<file path="config.mk">
export PLATFORM = sky130hd
export DESIGN_NAME = aph_regs
export DESIGN_NICKNAME = d
export VERILOG_FILES = /design/src/include/aph_pkg.sv /design/src/logic/aph_regs.sv
export SDC_FILE = /design/constraint.sdc
export NUM_CORES = 1
export LEC_CHECK = 0
export BUFFER_PORTS_ARGS = -buffer_cell sky130_fd_sc_hd__buf_2
export CAP_MARGIN = 20
export CORE_ASPECT_RATIO = 0.7
export CORE_UTILIZATION = 35
export DETAILED_ROUTE_END_ITERATION = 10
export GPL_TIMING_DRIVEN = 0
export PLACE_DENSITY_LB_ADDON = 0.2
export SLEW_MARGIN = 30
export SYNTH_ARGS = -nofsm -noshare
export SYNTH_HDL_FRONTEND = slang
export SYNTH_SLANG_ARGS = --single-unit
</file>
<file path="constraint.sdc">
create_clock -name pclk -period 8.3 [get_ports pclk]
set_input_delay 0.415 -clock pclk [delete_from_list [all_inputs] [get_ports pclk]]
set_output_delay 0.415 -clock pclk [all_outputs]
set_load 0.05 [all_outputs]
</file>
<file path="src/include/aph_pkg.sv">
// Package with register map, field layout and timing for the perf hint bank
package aph_pkg;
  // Register byte offsets (64-bit registers as low/high word pairs)
  localparam logic [11:0] OFF_THR_LO   = 12'h000;
  localparam logic [11:0] OFF_THR_HI   = 12'h004;
  localparam logic [11:0] OFF_PKG_LO   = 12'h008;
  localparam logic [11:0] OFF_PKG_HI   = 12'h00C;
  localparam logic [11:0] OFF_FLAGS    = 12'h010;
  localparam logic [11:0] OFF_THERM    = 12'h014;
  localparam logic [11:0] OFF_PRODUCTIVE_CYCLE_COUNT_LO  = 12'h018;
  localparam logic [11:0] OFF_PRODUCTIVE_CYCLE_COUNT_HI  = 12'h01C;
  // Field positions
  localparam int MIN_LSB   = 0;
  localparam int MAX_LSB   = 8;
  localparam int TGT_LSB   = 16;
  localparam int BIAS_LSB  = 24;
  localparam int WIN_LSB   = 0;
  localparam int WIN_EXP   = 7;
  localparam int FOLLOW_B  = 10;
  localparam int HI_USED   = 11;
  localparam int CHG_B     = 0;
  localparam int MISS_B    = 2;
  localparam int CUR_ST_B  = 12;
  localparam int CUR_LOG_B = 13;
  localparam int XD_ST_B   = 14;
  localparam int XD_LOG_B  = 15;
  // Reset values
  localparam logic [7:0] BIAS_RST  = 8'h80;
  localparam logic [7:0] TGT_RST   = 8'h00;
  localparam logic [9:0] WIN_RST   = 10'h000;
  // Reporting holdoff: one second
  localparam int unsigned CLK_HZ      = 40000000;
  localparam int unsigned HOLDOFF_S   = 1;
  localparam int unsigned HOLDOFF_CYC = CLK_HZ * HOLDOFF_S;
  // Shortest excursion that counts as sustained
  localparam int unsigned SUSTAIN_US  = 4000;
  localparam int unsigned SUSTAIN_CYC = SUSTAIN_US * (CLK_HZ / 1000000);
endpackage : aph_pkg

</file>
<file path="src/logic/aph_regs.sv">
// Perf hint register bank with APB slave, status flags and productive counter
`timescale 1ns/1ps
`default_nettype none
module aph_regs #(
  parameter int unsigned HOLDOFF_CYC = aph_pkg::HOLDOFF_CYC,
  parameter int unsigned SUSTAIN_CYC = aph_pkg::SUSTAIN_CYC
) (
  input  wire logic        pclk,
  input  wire logic        presetn,
  input  wire logic        psel,
  input  wire logic        penable,
  input  wire logic        pwrite,
  input  wire logic [11:0] paddr,
  input  wire logic [31:0] pwdata,
  input  wire logic [3:0]  pstrb,
  output logic      [31:0] prdata,
  output logic             pready,
  output logic             pslverr,
  input  wire logic        auto_enabled,      // Autonomous control enabled
  input  wire logic [31:0] capability_register,
  input  wire logic        cap_window,        // Window field supported
  input  wire logic        cap_bias,          // Bias field supported
  input  wire logic        cap_package,       // Package register supported
  input  wire logic [1:0]  notify_enable_register,
  input  wire logic [7:0]  legacy_energy_bias_register,
  input  wire logic        level_changed,     // Sustained level moved
  input  wire logic        below_floor,       // Running under min hint
  input  wire logic        current_limit,     // Current limit exceeded
  input  wire logic        cross_limit,       // Other domain limiting
  input  wire logic        actual_cycle_tick, // Actual-cycle increment
  input  wire logic        productive,        // Cycle judged productive
  output logic      [7:0]  eff_min,
  output logic      [7:0]  eff_max,
  output logic      [7:0]  eff_target,
  output logic      [7:0]  eff_bias,
  output logic             eff_autonomous,    // Autonomous target pick
  output logic             eff_fixed,         // Optimizations disabled
  output logic             window_valid,      // Explicit window in force
  output logic      [6:0]  window_mant,
  output logic      [2:0]  window_exp,
  output logic             notify              // One-cycle notification
);
  localparam int CW = $clog2(HOLDOFF_CYC + 1);
  localparam int SW = $clog2(SUSTAIN_CYC + 1);

  // Register storage
  logic [31:0] thr_lo_q;      // Thread hints low word
  logic [10:0] thr_hi_q;      // Window and follow bit
  logic [31:0] pkg_lo_q;      // Package hints low word
  logic [9:0]  pkg_hi_q;      // Package window
  logic        chg_q;         // Level change flag
  logic        miss_q;        // Floor missed flag
  logic        cur_log_q;     // Current limit log
  logic        xd_log_q;      // Cross-domain log
  logic [63:0] productive_cycle_count_q;        // productive_cycle_count
  logic [CW-1:0] hold_q;      // Holdoff timer after a report
  logic [SW-1:0] sus_q;       // Floor miss duration
  logic [1:0]  cl_sync_q;     // Current limit synchroniser
  logic [1:0]  xd_sync_q;     // Cross limit synchroniser
  logic        cur_st;        // Synchronised current limit
  logic        xd_st;         // Synchronised cross limit

  // APB decode
  wire        access  = psel && penable;
  wire        wr      = access && pwrite;
  wire        gated   = (paddr <= aph_pkg::OFF_THERM) && !auto_enabled;
  wire        hit_tl  = paddr == aph_pkg::OFF_THR_LO;
  wire        hit_th  = paddr == aph_pkg::OFF_THR_HI;
  wire        hit_pl  = (paddr == aph_pkg::OFF_PKG_LO) && cap_package;
  wire        hit_ph  = (paddr == aph_pkg::OFF_PKG_HI) && cap_package;
  wire        hit_fl  = paddr == aph_pkg::OFF_FLAGS;
  wire        hit_th2 = paddr == aph_pkg::OFF_THERM;
  wire        hit_cl  = paddr == aph_pkg::OFF_PRODUCTIVE_CYCLE_COUNT_LO;
  wire        hit_ch  = paddr == aph_pkg::OFF_PRODUCTIVE_CYCLE_COUNT_HI;
  wire        mapped  = hit_tl | hit_th | hit_pl | hit_ph | hit_fl |
                        hit_th2 | hit_cl | hit_ch;
  wire        bad     = !mapped || gated;
  wire        wr_ok   = wr && !bad;
  wire [31:0] wmask   = {{8{pstrb[3]}}, {8{pstrb[2]}},
                         {8{pstrb[1]}}, {8{pstrb[0]}}};
  wire [7:0]  floor_v = capability_register[31:24];
  wire [7:0]  ceil_v  = capability_register[7:0];

  // Supported-field masks; unsupported ones read zero and drop writes
  wire [31:0] lo_sup  = {{8{cap_bias}}, 24'hFFFFFF};
  wire [10:0] hi_sup  = {1'b1, {10{cap_window}}};
  wire [31:0] thr_lo_w = (thr_lo_q & ~wmask) | (pwdata & wmask);
  wire [31:0] pkg_lo_w = (pkg_lo_q & ~wmask) | (pwdata & wmask);
  wire [10:0] hi_w     = pstrb[1:0] == 2'b11 ? pwdata[10:0] :
                         {pstrb[1] ? pwdata[10:8] : thr_hi_q[10:8],
                          pstrb[0] ? pwdata[7:0] : thr_hi_q[7:0]};
  wire [9:0]  phi_w    = {pstrb[1] ? pwdata[9:8] : pkg_hi_q[9:8],
                          pstrb[0] ? pwdata[7:0] : pkg_hi_q[7:0]};
  // Unsupported bits keep their old value, so a write cannot touch them
  wire [31:0] thr_lo_n = (thr_lo_w & lo_sup) | (thr_lo_q & ~lo_sup);
  wire [31:0] pkg_lo_n = (pkg_lo_w & lo_sup) | (pkg_lo_q & ~lo_sup);
  wire [10:0] thr_hi_n = (hi_w & hi_sup) | (thr_hi_q & ~hi_sup);
  wire [9:0]  pkg_hi_n = (phi_w & hi_sup[9:0]) | (pkg_hi_q & ~hi_sup[9:0]);

  // Hint registers; reserved bits 63:43 are never stored
  always_ff @(posedge pclk or negedge presetn) begin
    if (!presetn) begin
      thr_lo_q <= 32'h00000000;
      thr_hi_q <= 11'h000;
      pkg_lo_q <= 32'h00000000;
      pkg_hi_q <= 10'h000;
    end else if (!auto_enabled) begin
      // Load capability defaults until control is enabled
      thr_lo_q <= {aph_pkg::BIAS_RST, aph_pkg::TGT_RST, ceil_v, floor_v}
                  & lo_sup;
      pkg_lo_q <= {aph_pkg::BIAS_RST, aph_pkg::TGT_RST, ceil_v, floor_v}
                  & lo_sup;
      thr_hi_q <= {1'b0, aph_pkg::WIN_RST};
      pkg_hi_q <= aph_pkg::WIN_RST;
    end else begin
      // Stored as written, clipped only on use
      if (wr_ok && hit_tl) thr_lo_q <= thr_lo_n;
      if (wr_ok && hit_th) thr_hi_q <= thr_hi_n;
      if (wr_ok && hit_pl) pkg_lo_q <= pkg_lo_n;
      if (wr_ok && hit_ph) pkg_hi_q <= pkg_hi_n;
    end
  end

  // Effective source: package when follow bit set and package supported
  wire        follow = thr_hi_q[aph_pkg::FOLLOW_B] && cap_package;
  wire [31:0] src_lo = follow ? pkg_lo_q : thr_lo_q;
  wire [9:0]  src_hi = follow ? pkg_hi_q : thr_hi_q[9:0];
  wire [7:0]  raw_min = src_lo[aph_pkg::MIN_LSB +: 8];
  wire [7:0]  raw_max = src_lo[aph_pkg::MAX_LSB +: 8];
  wire [7:0]  raw_tgt = src_lo[aph_pkg::TGT_LSB +: 8];

  // Clip to floor..ceiling
  function automatic logic [7:0] clip(input logic [7:0] v,
                                      input logic [7:0] lo,
                                      input logic [7:0] hi);
    clip = v < lo ? lo : (v > hi ? hi : v);
  endfunction
  wire [7:0] c_min = clip(raw_min, floor_v, ceil_v);
  wire [7:0] c_max_r = clip(raw_max, floor_v, ceil_v);
  wire [7:0] c_max = c_max_r < c_min ? c_min : c_max_r;

  // Effective outputs, registered
  always_ff @(posedge pclk or negedge presetn) begin
    if (!presetn) begin
      eff_min        <= 8'h00;
      eff_max        <= 8'h00;
      eff_target     <= 8'h00;
      eff_bias       <= 8'h00;
      eff_autonomous <= 1'b1;
      eff_fixed      <= 1'b0;
      window_valid   <= 1'b0;
      window_mant    <= 7'h00;
      window_exp     <= 3'h0;
    end else begin
      eff_min    <= c_min;
      eff_max    <= c_max;
      // Zero target keeps autonomous pick
      eff_target <= raw_tgt == 8'h00 ? 8'h00 : clip(raw_tgt, c_min, c_max);
      eff_autonomous <= raw_tgt == 8'h00;
      // Bias from legacy register when unsupported
      eff_bias   <= cap_bias ? src_lo[aph_pkg::BIAS_LSB +: 8]
                             : legacy_energy_bias_register;
      eff_fixed  <= c_min == c_max;
      // Window only with zero target and nonzero value
      window_valid <= cap_window && raw_tgt == 8'h00 && src_hi != 10'h000;
      // Mantissa x 10^exp microseconds
      window_mant <= src_hi[aph_pkg::WIN_LSB +: 7];
      window_exp  <= src_hi[aph_pkg::WIN_EXP +: 3];
    end
  end

  // Limit input synchronisers
  always_ff @(posedge pclk or negedge presetn) begin
    if (!presetn) begin
      cl_sync_q <= 2'b00;
      xd_sync_q <= 2'b00;
    end else begin
      cl_sync_q <= {cl_sync_q[0], current_limit};
      xd_sync_q <= {xd_sync_q[0], cross_limit};
    end
  end
  assign cur_st = cl_sync_q[1];
  assign xd_st  = xd_sync_q[1];

  // Floor miss must last SUSTAIN_CYC before it counts
  wire sustained = sus_q == SW'(SUSTAIN_CYC);
  always_ff @(posedge pclk or negedge presetn) begin
    if (!presetn) sus_q <= '0;
    else if (!below_floor) sus_q <= '0;
    else if (!sustained) sus_q <= sus_q + SW'(1);
  end

  // Reporting events with one-second holdoff
  wire idle    = hold_q == '0;
  wire set_chg = level_changed && idle && !chg_q && auto_enabled;
  wire set_miss = sustained && idle && !miss_q && auto_enabled;
  always_ff @(posedge pclk or negedge presetn) begin
    if (!presetn) hold_q <= '0;
    else if (set_chg || set_miss) hold_q <= CW'(HOLDOFF_CYC);
    else if (!idle) hold_q <= hold_q - CW'(1);
  end

  // Sticky flags; a set wins over a clear written in the same cycle
  wire wr_fl = wr_ok && hit_fl && pstrb[0];
  wire wr_tm = wr_ok && hit_th2 && pstrb[1];
  always_ff @(posedge pclk or negedge presetn) begin
    if (!presetn) begin
      chg_q     <= 1'b0;
      miss_q    <= 1'b0;
      cur_log_q <= 1'b0;
      xd_log_q  <= 1'b0;
    end else begin
      if (set_chg) chg_q <= 1'b1;
      else if (wr_fl && !pwdata[aph_pkg::CHG_B]) chg_q <= 1'b0;
      if (set_miss) miss_q <= 1'b1;
      else if (wr_fl && !pwdata[aph_pkg::MISS_B]) miss_q <= 1'b0;
      if (cur_st) cur_log_q <= 1'b1;
      else if (wr_tm && !pwdata[aph_pkg::CUR_LOG_B]) cur_log_q <= 1'b0;
      if (xd_st) xd_log_q <= 1'b1;
      else if (wr_tm && !pwdata[aph_pkg::XD_LOG_B]) xd_log_q <= 1'b0;
    end
  end

  // Notify only on a fresh setting, when enabled
  always_ff @(posedge pclk or negedge presetn) begin
    if (!presetn) notify <= 1'b0;
    else notify <= (set_chg && notify_enable_register[0]) ||
                   (set_miss && notify_enable_register[1]);
  end

  // Productive counter, free of the enable
  always_ff @(posedge pclk or negedge presetn) begin
    if (!presetn) productive_cycle_count_q <= 64'h0000000000000000;
    else if (actual_cycle_tick && productive) productive_cycle_count_q <= productive_cycle_count_q + 64'h1;
  end

  // Read mux
  wire [31:0] flags_r = {29'h0, miss_q, 1'b0, chg_q};
  wire [31:0] therm_r = {16'h0, xd_log_q, xd_st, cur_log_q, cur_st, 12'h000};
  // Unsupported fields read zero; stored bits return if support does
  wire [31:0] rmux =
      hit_tl  ? thr_lo_q & lo_sup :
      hit_th  ? {21'h0, thr_hi_q & hi_sup} :
      hit_pl  ? pkg_lo_q & lo_sup :
      hit_ph  ? {22'h0, pkg_hi_q & hi_sup[9:0]} :
      hit_fl  ? flags_r :
      hit_th2 ? therm_r :
      hit_cl  ? productive_cycle_count_q[31:0] :
      hit_ch  ? productive_cycle_count_q[63:32] : 32'h00000000;

  // Zero-wait slave; read data registered at setup
  always_ff @(posedge pclk or negedge presetn) begin
    if (!presetn) prdata <= 32'h00000000;
    else if (psel && !penable && !pwrite) prdata <= bad ? 32'h0 : rmux;
  end
  assign pready  = 1'b1;
  assign pslverr = access && bad;

  // Guards; presetn in an antecedent skips the edge that leaves reset
  chk_bias_reset: assert property (
    @(posedge pclk) disable iff (!presetn)
    presetn && !auto_enabled && cap_bias |=> thr_lo_q[31:24] == 8'h80)
    else $error("bias default wrong");
  chk_follow_pkg: assert property (
    @(posedge pclk) disable iff (!presetn)
    follow && cap_bias |=> eff_bias == $past(pkg_lo_q[31:24]))
    else $error("package follow ignored");
  chk_legacy_bias: assert property (
    @(posedge pclk) disable iff (!presetn)
    !cap_bias |=> eff_bias == $past(legacy_energy_bias_register))
    else $error("legacy bias unused");
  chk_window_tgt: assert property (
    @(posedge pclk) disable iff (!presetn)
    raw_tgt != 8'h00 |=> !window_valid)
    else $error("window active with target");
  chk_min_clip: assert property (
    @(posedge pclk) disable iff (!presetn)
    presetn && floor_v <= ceil_v |=> eff_min >= $past(floor_v))
    else $error("min not clipped");
  chk_max_clip: assert property (
    @(posedge pclk) disable iff (!presetn)
    presetn && floor_v <= ceil_v |=> eff_max <= $past(ceil_v))
    else $error("max not clipped");
  chk_fixed_eq: assert property (
    @(posedge pclk) disable iff (!presetn)
    presetn && c_min == c_max |=> eff_fixed)
    else $error("fixed mode missed");
  chk_target_auto: assert property (
    @(posedge pclk) disable iff (!presetn)
    raw_tgt == 8'h00 |=> eff_autonomous && eff_target == 8'h00)
    else $error("zero target not autonomous");
  chk_win_decode: assert property (
    @(posedge pclk) disable iff (!presetn)
    presetn |=> {window_exp, window_mant} == $past(src_hi))
    else $error("window fields misplaced");
  chk_unsup_read: assert property (
    @(posedge pclk) disable iff (!presetn)
    psel && !penable && !pwrite && hit_tl && !cap_bias
      |=> prdata[31:24] == 8'h00)
    else $error("unsupported field read back");
  chk_pkg_refused: assert property (
    @(posedge pclk) disable iff (!presetn)
    access && !cap_package && paddr == aph_pkg::OFF_PKG_LO |-> pslverr)
    else $error("package access not refused");
  chk_chg_sticky: assert property (
    @(posedge pclk) disable iff (!presetn)
    chg_q && !(wr_fl && !pwdata[0]) |=> chg_q)
    else $error("change flag lost");
  chk_miss_sticky: assert property (
    @(posedge pclk) disable iff (!presetn)
    miss_q && !(wr_fl && !pwdata[aph_pkg::MISS_B]) |=> miss_q)
    else $error("miss flag lost");
  chk_brief_miss: assert property (
    @(posedge pclk) disable iff (!presetn)
    !below_floor |=> !set_miss)
    else $error("brief excursion reported");
  chk_holdoff: assert property (
    @(posedge pclk) disable iff (!presetn)
    (set_chg || set_miss) |=> !(set_chg || set_miss) [*8])
    else $error("report within holdoff");
  chk_cur_log: assert property (
    @(posedge pclk) disable iff (!presetn)
    cur_st |=> cur_log_q)
    else $error("current log not set");
  chk_xd_log: assert property (
    @(posedge pclk) disable iff (!presetn)
    xd_st |=> xd_log_q)
    else $error("cross-domain log not set");
  chk_notify_gate: assert property (
    @(posedge pclk) disable iff (!presetn)
    notify_enable_register == 2'b00 |=> !notify)
    else $error("notify while disabled");
  chk_productive_cycle_count_inc: assert property (
    @(posedge pclk) disable iff (!presetn)
    actual_cycle_tick && productive |=> productive_cycle_count_q == $past(productive_cycle_count_q) + 64'h1)
    else $error("counter missed a cycle");
  chk_gate_err: assert property (
    @(posedge pclk) disable iff (!presetn)
    access && !auto_enabled && hit_tl |-> pslverr)
    else $error("hint access before enable");
endmodule : aph_regs
`default_nettype wire

</file>
# == Yosys cells after proc, flatten, opt, wreduce, memory -nomap -nowiden ==
# Cells that the tools add are included.
# word_totals
register_bits,279
latch_bits,0
mem_bits_rw,0
romBits,0
output_inout_bits,80
elab_cells,184
n_memories,0
# classes
add_sub_neg,3
mul,0
div_mod_pow,0
magnitude_cmp,8
eq_ne,16
shift,0
n_mux,45
bitwise_logic,33
n_reduce_logical,55
# op_table
op,n
32-bit 2-to-1 mux,14
32-bit AND,10
32-bit bitwise OR,4
8-bit 2-to-1 mux,11
"64-bit by 1-bit adder with 64-bit output, second input constant",1
32-bit NOT,2
26-bit 2-to-1 mux,2
"12-bit by 5-bit equality test with 1-bit output, second input constant",4
18-bit 2-to-1 mux,2
11-bit AND,3
1-bit logical AND,33
11-bit 2-to-1 mux,3
8-bit < comparator,4
10-bit AND,3
10-bit 2-to-1 mux,3
26-bit logical NOT,1
"26-bit by 1-bit subtractor with 26-bit output, second input constant",1
"12-bit by 4-bit equality test with 1-bit output, second input constant",2
8-bit greater-than comparator,3
"18-bit by 1-bit adder with 18-bit output, second input constant",1
"18-bit equality test, second input constant",1
"12-bit by 3-bit equality test with 1-bit output, second input constant",1
"12-bit by 5-bit less-or-equal comparator with 1-bit output, second input constant",1
12-bit logical NOT,1
other kinds (17),49

# == Depth between registers and ports, before layout ==
# Gate-level depths: netlist of the first run.
# depth
ltp_word,17
depth_mapped,32
ltp_nobuf,27

# == Worst setup path after synthesis of the first run ==
# No wires, ideal clock.
# synth_path
kind,register to register
from,register thr_hi_q[10]
to,register eff_target[0]
setup_time_ns,0.090
arrival_time_ns,7.047
required_ns,8.210
path_slack_ns,1.162
stages_incl_launch_ff,32
synth_period_minus_slack_ns,7.138
path_cell_list,dfrtp_1 -> nand2_2 -> buf_1 -> clkbuf_1 -> mux2_2 -> ha_1 -> nand4_1 -> a211o_1 -> nand2_1 -> clkbuf_1 -> nor2_1 -> a21oi_1 -> inv_1 -> ha_1 -> a21o_1 -> a221o_1 -> a21o_1 -> nor2_1 -> o21ai_0 -> o2bb2ai_1 -> mux2i_1 -> ha_1 -> a21oi_1 -> nor2b_1 -> o21ai_0 -> nand2b_1 -> a211o_1 -> or3_1 -> buf_2 -> and2_0 -> buf_2 -> o221ai_1
# synth_between
elab_chain_len,11
elab_cells_between_ends,18
# synth_rtl
element,line,text
"start, declared",aph_regs.sv:48,logic [10:0] thr_hi_q;
"start signal, assigned",aph_regs.sv:113,"thr_hi_q <= {1'b0, aph_pkg::WIN_RST};"
"start signal, assigned",aph_regs.sv:118,if (wr_ok && hit_th) thr_hi_q <= thr_hi_n;
1-bit logical AND *,aph_regs.sv:125,wire follow = thr_hi_q[aph_pkg::FOLLOW_B] && cap_package;
32-bit 2-to-1 mux *,aph_regs.sv:126,wire [31:0] src_lo = follow ? pkg_lo_q : thr_lo_q;
8-bit greater-than comparator,aph_regs.sv:136,clip = v < lo ? lo : (v > hi ? hi : v);
8-bit 2-to-1 mux,aph_regs.sv:136,
8-bit 2-to-1 mux *,aph_regs.sv:136,
net c_min[5],aph_regs.sv:138,"wire [7:0] c_min = clip(raw_min, floor_v, ceil_v);"
8-bit < comparator,aph_regs.sv:140,wire [7:0] c_max = c_max_r < c_min ? c_min : c_max_r;
8-bit 2-to-1 mux,aph_regs.sv:140,
8-bit greater-than comparator,aph_regs.sv:136,
8-bit 2-to-1 mux,aph_regs.sv:136,
8-bit 2-to-1 mux *,aph_regs.sv:136,
8-bit 2-to-1 mux *,aph_regs.sv:158,"eff_target <= raw_tgt == 8'h00 ? 8'h00 : clip(raw_tgt, c_min, c_max);"
"end signal, assigned",aph_regs.sv:158,
"end, declared",aph_regs.sv:34,"output logic [7:0] eff_target,"
# The timed path passes the listed nets; every way through them passes the cells marked *.
# A chain may end at the register's enable or synchronous reset.

# == Worst setup path in the final report of the first run ==
# layout_path
from,register thr_hi_q[10]
to,register eff_target[5]
# Same word-level chain as after synthesis.

==> qor.log, run 1 <==
[clocking] worst skew pair latency 0.60 ns
[sta] endpoints failing setup 0
[sta] upper clock frequency limit 0.129 GHz
[worst_setup_path] highest fanout seen on the critical path 17
[clocking] clock tree from TritonCTS built
[sta] setup TNS 0 ns
[routing] wire length after detailed routing 46.0 mm
[power_and_ir_drop] Final Total Pwr 3.68 mW
[synth] Yosys warning count 0
[die] Die Wd 248 um
[worst_setup_path] kind of start point of the critical path register
[synth] flip-flop and latch count after synthesis 279
[synth] count of distinct cell types in the synthesized netlist 77
[outcome] run status complete, no violations
[sta] Post-Route Skew 0.0272 ns
[worst_setup_path] CP max-delay cell dfrtp_1
[power_and_ir_drop] P_leak 8.37 nW
[worst_setup_path] CP max stage delay 0.43 ns
[sta] final worst hold slack 0.0524 ns
[routing] violation count after the first detailed-routing iteration 1035
[synth] Avg Cell Area, Syn 9.77 um2
[power_and_ir_drop] cell area power density 208 nW/um2
[power_and_ir_drop] VDD IR max 155 uV
[global_route] All-Layer GR Usage 21.3%
[worst_setup_path] r2r worst-path depth 30
[place] final estimated routing congestion in global placement 0.878
[clocking] buffer depth of the longest clock path 3
[sta] final count of pins violating max slew 0
[routing] via count of the routed design 12300
[routing] per-cell routed wire length 20.0 um
[layout] layout overhead on the synthesized area 18.7%
[sta] part of the cycle the worst path needs 93.5%
[clocking] H-tree levels 1
[synth] Post-synth ARST share 100%
[sta] crit path time final 7.76 ns
[sta] endpoints failing hold 0
[die] cell row count 62
[clocking] master cell of the clock root buffer clkbuf_16
[global_route] number of global-route vias before repair 12100
[clocking] Num CTS Buffers 31
[global_route] remaining global-route overflow 0
[sta] transition at the pin with the smallest max-transition slack 0.999 ns
[clocking] # clock sinks 279
[worst_setup_path] Most Frequent Cell on Critical Path ha_1
[die] initial standard-cell utilization of the core 35.9%
[global_route] antenna violations before repair 3
[place] detailed placement HPWL 35.3 mm
[worst_setup_path] category of the critical setup timing path reg -> reg
[synth] cell area after synthesis 14900 um2
[run] count of max-cap constraint violations 0
[hold_path] worst hold path cell count 2
[layout] layout cell share with drive strength beyond 1 17.5%
[sta] worst slew slack as a fraction of its limit 33.0%
[global_route] global-route wire length before repair 71.4 mm
[layout] commonest non-fill, non-tap cell in the layout dfrtp_1
[hold_path] Hold Path Class in -> reg
[routing] post-detailed-route count of antenna-violating nets 0
[worst_setup_path] nature of the critical path endpoint register
[synth] cell count after synthesis 1522
[die] Vert. Die Dim 174 um
[synth] Synthesized Nets 1679
[sta] unrepaired setup endpoints after global routing no
[die] Core Region 41400 um2
[routing] Via density 5.38
[place] buffers added on ports 165
[layout] count of nets after finishing 1882
[routing] detailed-route DRC error count 0
[worst_setup_path] signal arrival time at the worst endpoint 8.24 ns
[global_route] maximum number of pins on one net before global-route repair 85
[synth] Primary FF master, synth dfrtp_1
[layout] most frequent cells in the layout dfrtp_1 (278), nand2_1 (239), buf_2 (169)
[synth] sequential-to-total area share from yosys stat 47.0%
[worst_setup_path] Crit path required time 8.78 ns
[synth] number of enable-type register cells in the synthesized netlist 0
[clocking] clock edge transition at the registers on the reported setup and hold paths 0.06 ns
[routing] Pre-Repair DR Iteration Count 5
[die] number of top-level pins 185
[die] die area 43300 um2
kinds of logic after synthesis:
group | Yosys count | share of synthesized area, %
xor+xnor | 105 | 6.18
fa+ha+maj | 52 | 4.37
buf+inv | 107 | 2.77
other cells | 1 | 0.0252
flops | 279 | 47.0
mux | 106 | 7.57
simple gates | 591 | 18.9
compound gates | 281 | 13.2
final timing paths:
| kind | from | to | slack (ns) |
|---|---|---|---|
| setup / recovery | thr_hi_q[10]$_DFFE_PN0P_ | eff_target[5]$_DFF_PN0_ | 0.54 |
| hold / removal | pwdata[16] | thr_lo_q[16]$_DFFE_PN0P_ | 0.05 |
| setup reg to reg | thr_hi_q[10]$_DFFE_PN0P_ | eff_target[5]$_DFF_PN0_ | 0.54 |
| hold reg to reg | cl_sync_q[0]$_DFF_PN0_ | cl_sync_q[1]$_DFF_PN0_ | 0.35 |
| max in group asynchronous | presetn | productive_cycle_count_q[28]$_DFFE_PN0P_ | 7.22 |
| min in group asynchronous | presetn | hold_q[22]$_DFFE_PN0P_ | 0.33 |
routing by layer:
layer	share of wire [%]	track usage (%)	vias up
li1	-	-	5848
met3	5.9	3.38	72
met2	43	31.7	369
met5	0.026	0	-
met1	48	32.0	6055
met4	2.4	4.98	2
layout make-up:
class | count | area (um2)
clock inverter | 14 | 205
clock buffer | 44 | 895
sequential | 279 | 6980
tap | 544 | 681
buffer | 60 | 239
fill | 4042 | 23800
inverter | 46 | 173
timing repair buffer | 171 | 948
antenna | 2 | 5.00
multi-input combinational | 1136 | 7520
cells in the mapped netlist, types with 4 or more instances:
cell | count | area, um2
a21boi_0 | 20 | 150
a211o_1 | 5 | 43.8
or4_1 | 4 | 30.0
mux2_2 | 52 | 586
nor3_1 | 22 | 110
a21o_1 | 8 | 60.1
nand2b_1 | 7 | 43.8
ha_1 | 52 | 651
a22o_1 | 24 | 210
o21ai_0 | 59 | 295
and4_1 | 5 | 43.8
buf_2 | 5 | 25.0
nor4_1 | 12 | 75.1
nand4_1 | 27 | 169
a221o_1 | 10 | 100
buf_1 | 6 | 22.5
mux2i_1 | 54 | 541
a221oi_1 | 15 | 131
nor2_1 | 102 | 383
nand3b_1 | 4 | 30.0
xor2_1 | 31 | 272
o221ai_1 | 8 | 70.1
xnor2_1 | 74 | 648
o21a_1 | 4 | 30.0
and3_1 | 32 | 200
nand2_1 | 239 | 897
a211oi_1 | 6 | 45.0
dfrtp_1 | 278 | 6960
clkbuf_1 | 49 | 184
and2_1 | 24 | 150
a31oi_1 | 19 | 119
or2_2 | 6 | 37.5
a222oi_1 | 10 | 100
or3_1 | 12 | 75.1
inv_1 | 45 | 169
a21oi_1 | 57 | 285
nor2b_1 | 10 | 62.6
nand3_1 | 66 | 330
critical path: cells and delay by family, from the launching register on:
| kind | cells | cell delay [ns] |
|---|---|---|
| adders and majority gates | 3 | 0.94 |
| muxes | 2 | 0.73 |
| AOI/OAI and AO/OA | 10 | 2.58 |
| and+or+nand+nor | 10 | 1.66 |
| buffers and inverters | 5 | 1.29 |
| DFF | 1 | 0.43 |
what timing repair did:
action,in CTS,in global routing
setup buffers,0,0
hold buffers,3,0
pin swaps,0,0
setup endpoints to repair,8,8
endpoints found under the hold margin,41,0
resized for setup,2,5
cloned,0,0
power by group:
part | switching (mW) | internal (mW)
Clock | 0.605 | 0.881
Combinational | 0.482 | 0.233
Sequential | 0.0460 | 1.43
stage by stage:
stage	cell area (um2)	worst slack [ns]	std cells	util, %
floorplan	14900	1.16	1522	-
global placement	16400	-0.884	2231	39.5
detailed placement	16500	-0.949	2234	39.8
CTS	17600	0.159	2294	42.5
global route	17700	0.138	2296	42.6
finish	17700	0.541	2296	42.6
(Power assumes the default switching activity.)
==> inputs of run 2 (changes only) <==
- CORE_ASPECT_RATIO: 0.7 -> default
==> qor.log, run 2 (synthesis results as in run 1) <==
[outcome] run status complete, no violations [unchanged]
[clocking] # clock sinks 279 [unchanged]
[place] detailed placement HPWL 35.0 mm [was 35.3 mm]
[clocking] buffer depth of the longest clock path 3 [unchanged]
[routing] per-cell routed wire length 19.9 um [was 20.0 um]
[worst_setup_path] termination of the worst setup path eff_target[0]$_DFF_PN0_ [was eff_target[5]$_DFF_PN0_]
[die] number of top-level pins 185 [unchanged]
[worst_setup_path] start point of the critical path thr_hi_q[10]$_DFFE_PN0P_ [unchanged]
[sta] worst slew slack as a fraction of its limit 37.4% [was 33.0%]
[routing] violation count after the first detailed-routing iteration 852 [was 1035]
[routing] detailed-route DRC error count 0 [unchanged]
[sta] transition at the pin with the smallest max-transition slack 0.937 ns [was 0.999 ns]
[worst_setup_path] CP max-delay cell mux2_2 [was dfrtp_1]
[sta] crit path time final 7.77 ns [was 7.76 ns]
[routing] post-detailed-route count of antenna-violating nets 0 [unchanged]
[die] die area 43300 um2 [about the same]
[global_route] remaining global-route overflow 0 [unchanged]
[power_and_ir_drop] P_leak 8.37 nW [about the same]
[place] number of cells after detailed placement 2229 [was 2234]
[power_and_ir_drop] cell area power density 207 nW/um2 [was 208 nW/um2]
[worst_setup_path] r2r worst-path depth 30 [unchanged]
[sta] endpoints failing setup 0 [unchanged]
[worst_setup_path] CP max stage delay 0.44 ns [was 0.43 ns]
[clocking] worst skew pair latency 0.59 ns [was 0.60 ns]
[sta] least setup slack across all paths after layout 0.534 ns [was 0.541 ns]
[worst_setup_path] nature of the critical path endpoint register [unchanged]
[worst_setup_path] category of the critical setup timing path reg -> reg [unchanged]
[clocking] Post-CTS Setup Repair Bufs 0 [unchanged]
[power_and_ir_drop] VDD IR max 172 uV [was 155 uV]
[routing] wire length after detailed routing 45.6 mm [was 46.0 mm]
[worst_setup_path] kind of start point of the critical path register [unchanged]
[worst_setup_path] Most Frequent Cell on Critical Path ha_1 [unchanged]
[clocking] clock edge transition at the registers on the reported setup and hold paths 0.07 ns [was 0.06 ns]
[global_route] global-route wire length before repair 71.7 mm [was 71.4 mm]
[die] Core Region 41900 um2 [was 41400 um2]
[sta] part of the cycle the worst path needs 93.6% [was 93.5%]
[worst_setup_path] RR Startpoint thr_hi_q[10]$_DFFE_PN0P_ [unchanged]
[clocking] Num CTS Buffers 31 [unchanged]
[place] final estimated routing congestion in global placement 0.917 [was 0.878]
[layout] non-filler instance count after layout 2291 [was 2296]
[die] Vert. Die Dim 208 um [was 174 um]
[hold_path] Hold Path Class in -> reg [unchanged]
[run] count of max-cap constraint violations 0 [unchanged]
[worst_setup_path] register-to-register setup slack 0.53 ns [was 0.54 ns]
[layout] commonest non-fill, non-tap cell in the layout dfrtp_1 [unchanged]
[sta] upper clock frequency limit 0.129 GHz [about the same]
[sta] Post-Route Skew 0.0203 ns [was 0.0272 ns]
[place] buffers added on ports 165 [unchanged]
[layout] layout cell share with drive strength beyond 1 17.5% [unchanged]
[worst_setup_path] highest fanout seen on the critical path 17 [unchanged]
[layout] count of nets after finishing 1882 [unchanged]
[global_route] All-Layer GR Usage 21.2% [was 21.3%]
[sta] endpoints failing hold 0 [unchanged]
[worst_setup_path] Crit path required time 8.78 ns [about the same]
[place] placed inst area 16500 um2 [unchanged]
[sta] final count of pins violating max slew 0 [unchanged]
[die] cell row count 75 [was 62]
[clocking] H-tree levels 1 [unchanged]
[hold_path] worst hold path cell count 3 [was 2]
[clocking] clock tree from TritonCTS built [unchanged]
[place] post-placement worst setup slack -0.634 ns [was -0.949 ns]
[layout] layout overhead on the synthesized area 18.7% [about the same]
[routing] Pre-Repair DR Iteration Count 5 [unchanged]
[clocking] master cell of the clock root buffer clkbuf_16 [unchanged]
[worst_setup_path] FF-to-FF End eff_target[0]$_DFF_PN0_ [was eff_target[5]$_DFF_PN0_]
[global_route] antenna violations before repair 4 [was 3]
[die] initial standard-cell utilization of the core 35.5% [was 35.9%]
[layout] most frequent cells in the layout dfrtp_1 (278), nand2_1 (239), buf_2 (169) [unchanged]
[sta] setup TNS 0 ns [unchanged]
[worst_setup_path] signal arrival time at the worst endpoint 8.24 ns [about the same]
[routing] via count of the routed design 12200 [was 12300]
[die] Die Wd 208 um [was 248 um]
[layout] area of all placed cells without fillers 17600 um2 [was 17700 um2]
[sta] unrepaired setup endpoints after global routing no [unchanged]
[global_route] number of global-route vias before repair 12300 [was 12100]
[routing] Via density 5.34 [was 5.38]
[global_route] maximum number of pins on one net before global-route repair 84 [was 85]
-- run 2: area by class of cell --
cell class                 count  area (um2)
timing repair buffer         171         948
sequential                   279        6980
clock inverter                12         176
tap                          539         674
inverter                      46         173
antenna                        2        5.00
fill                        4054       24300
multi-input combinational   1136        7520
clock buffer                  46         932
buffer                        60         236
-- run 2: worst min path at each step --
stage / start / end / slack, ns
after global routing: pwdata[20] / thr_lo_q[20]$_DFFE_PN0P_ / 0.07
after CTS: pwdata[1] / thr_hi_q[1]$_DFFE_PN0P_ / 0.03
after floorplan: presetn / asynchronous set/reset pin / 0.12
final: pwdata[1] / thr_hi_q[1]$_DFFE_PN0P_ / 0.06
after detailed placement: presetn / eff_max[6]$_DFF_PN0_ / 0.31
after global placement: cl_sync_q[0]$_DFF_PN0_ / cl_sync_q[1]$_DFF_PN0_ / 0.34
-- run 2: power by group --
part,internal (mW),switching (mW),total [mW]
Combinational,0.233,0.471,0.705
Sequential,1.43,0.0449,1.47
Clock,0.899,0.583,1.48
-- run 2: stage by stage --
step | hold WS (ns) | utilization (%) | power [mW]
2_1_floorplan | 0.119 | - | 1.97
3_3_place_gp | 0.341 | 39.0 | 2.17
3_5_place_dp | 0.314 | 39.3 | 2.19
4_1_cts | 0.0306 | 42.0 | 3.69
5_1_grt | 0.0654 | 42.1 | 3.82
6_report | 0.0587 | 42.1 | 3.66
-- run 2: timing repair --
item	in CTS	in global routing
hold buffers	3	0
hold endpoints to repair	37	0
gates resized for setup	2	2
setup endpoints to repair	8	8
-- run 2: metal layers --
metal	share of wire, %	wire, um	GRT usage, %	vias to the layer above
met5	0.020	9	0	-
met1	46	20900	29.3	6067
met3	4.1	1860	2.51	56
met2	48	21800	34.9	266
li1	-	-	-	5832
met4	2.3	1040	6.46	2
-- run 2: critical path: cells and delay by family (launching register included) --
family,cells,cell delay (ns)
buffers and inverters,5,1.31
adders and majority gates,3,0.96
DFF,1,0.43
AOI/OAI and AO/OA,10,2.54
muxes,2,0.77
and+or+nand+nor,10,1.64
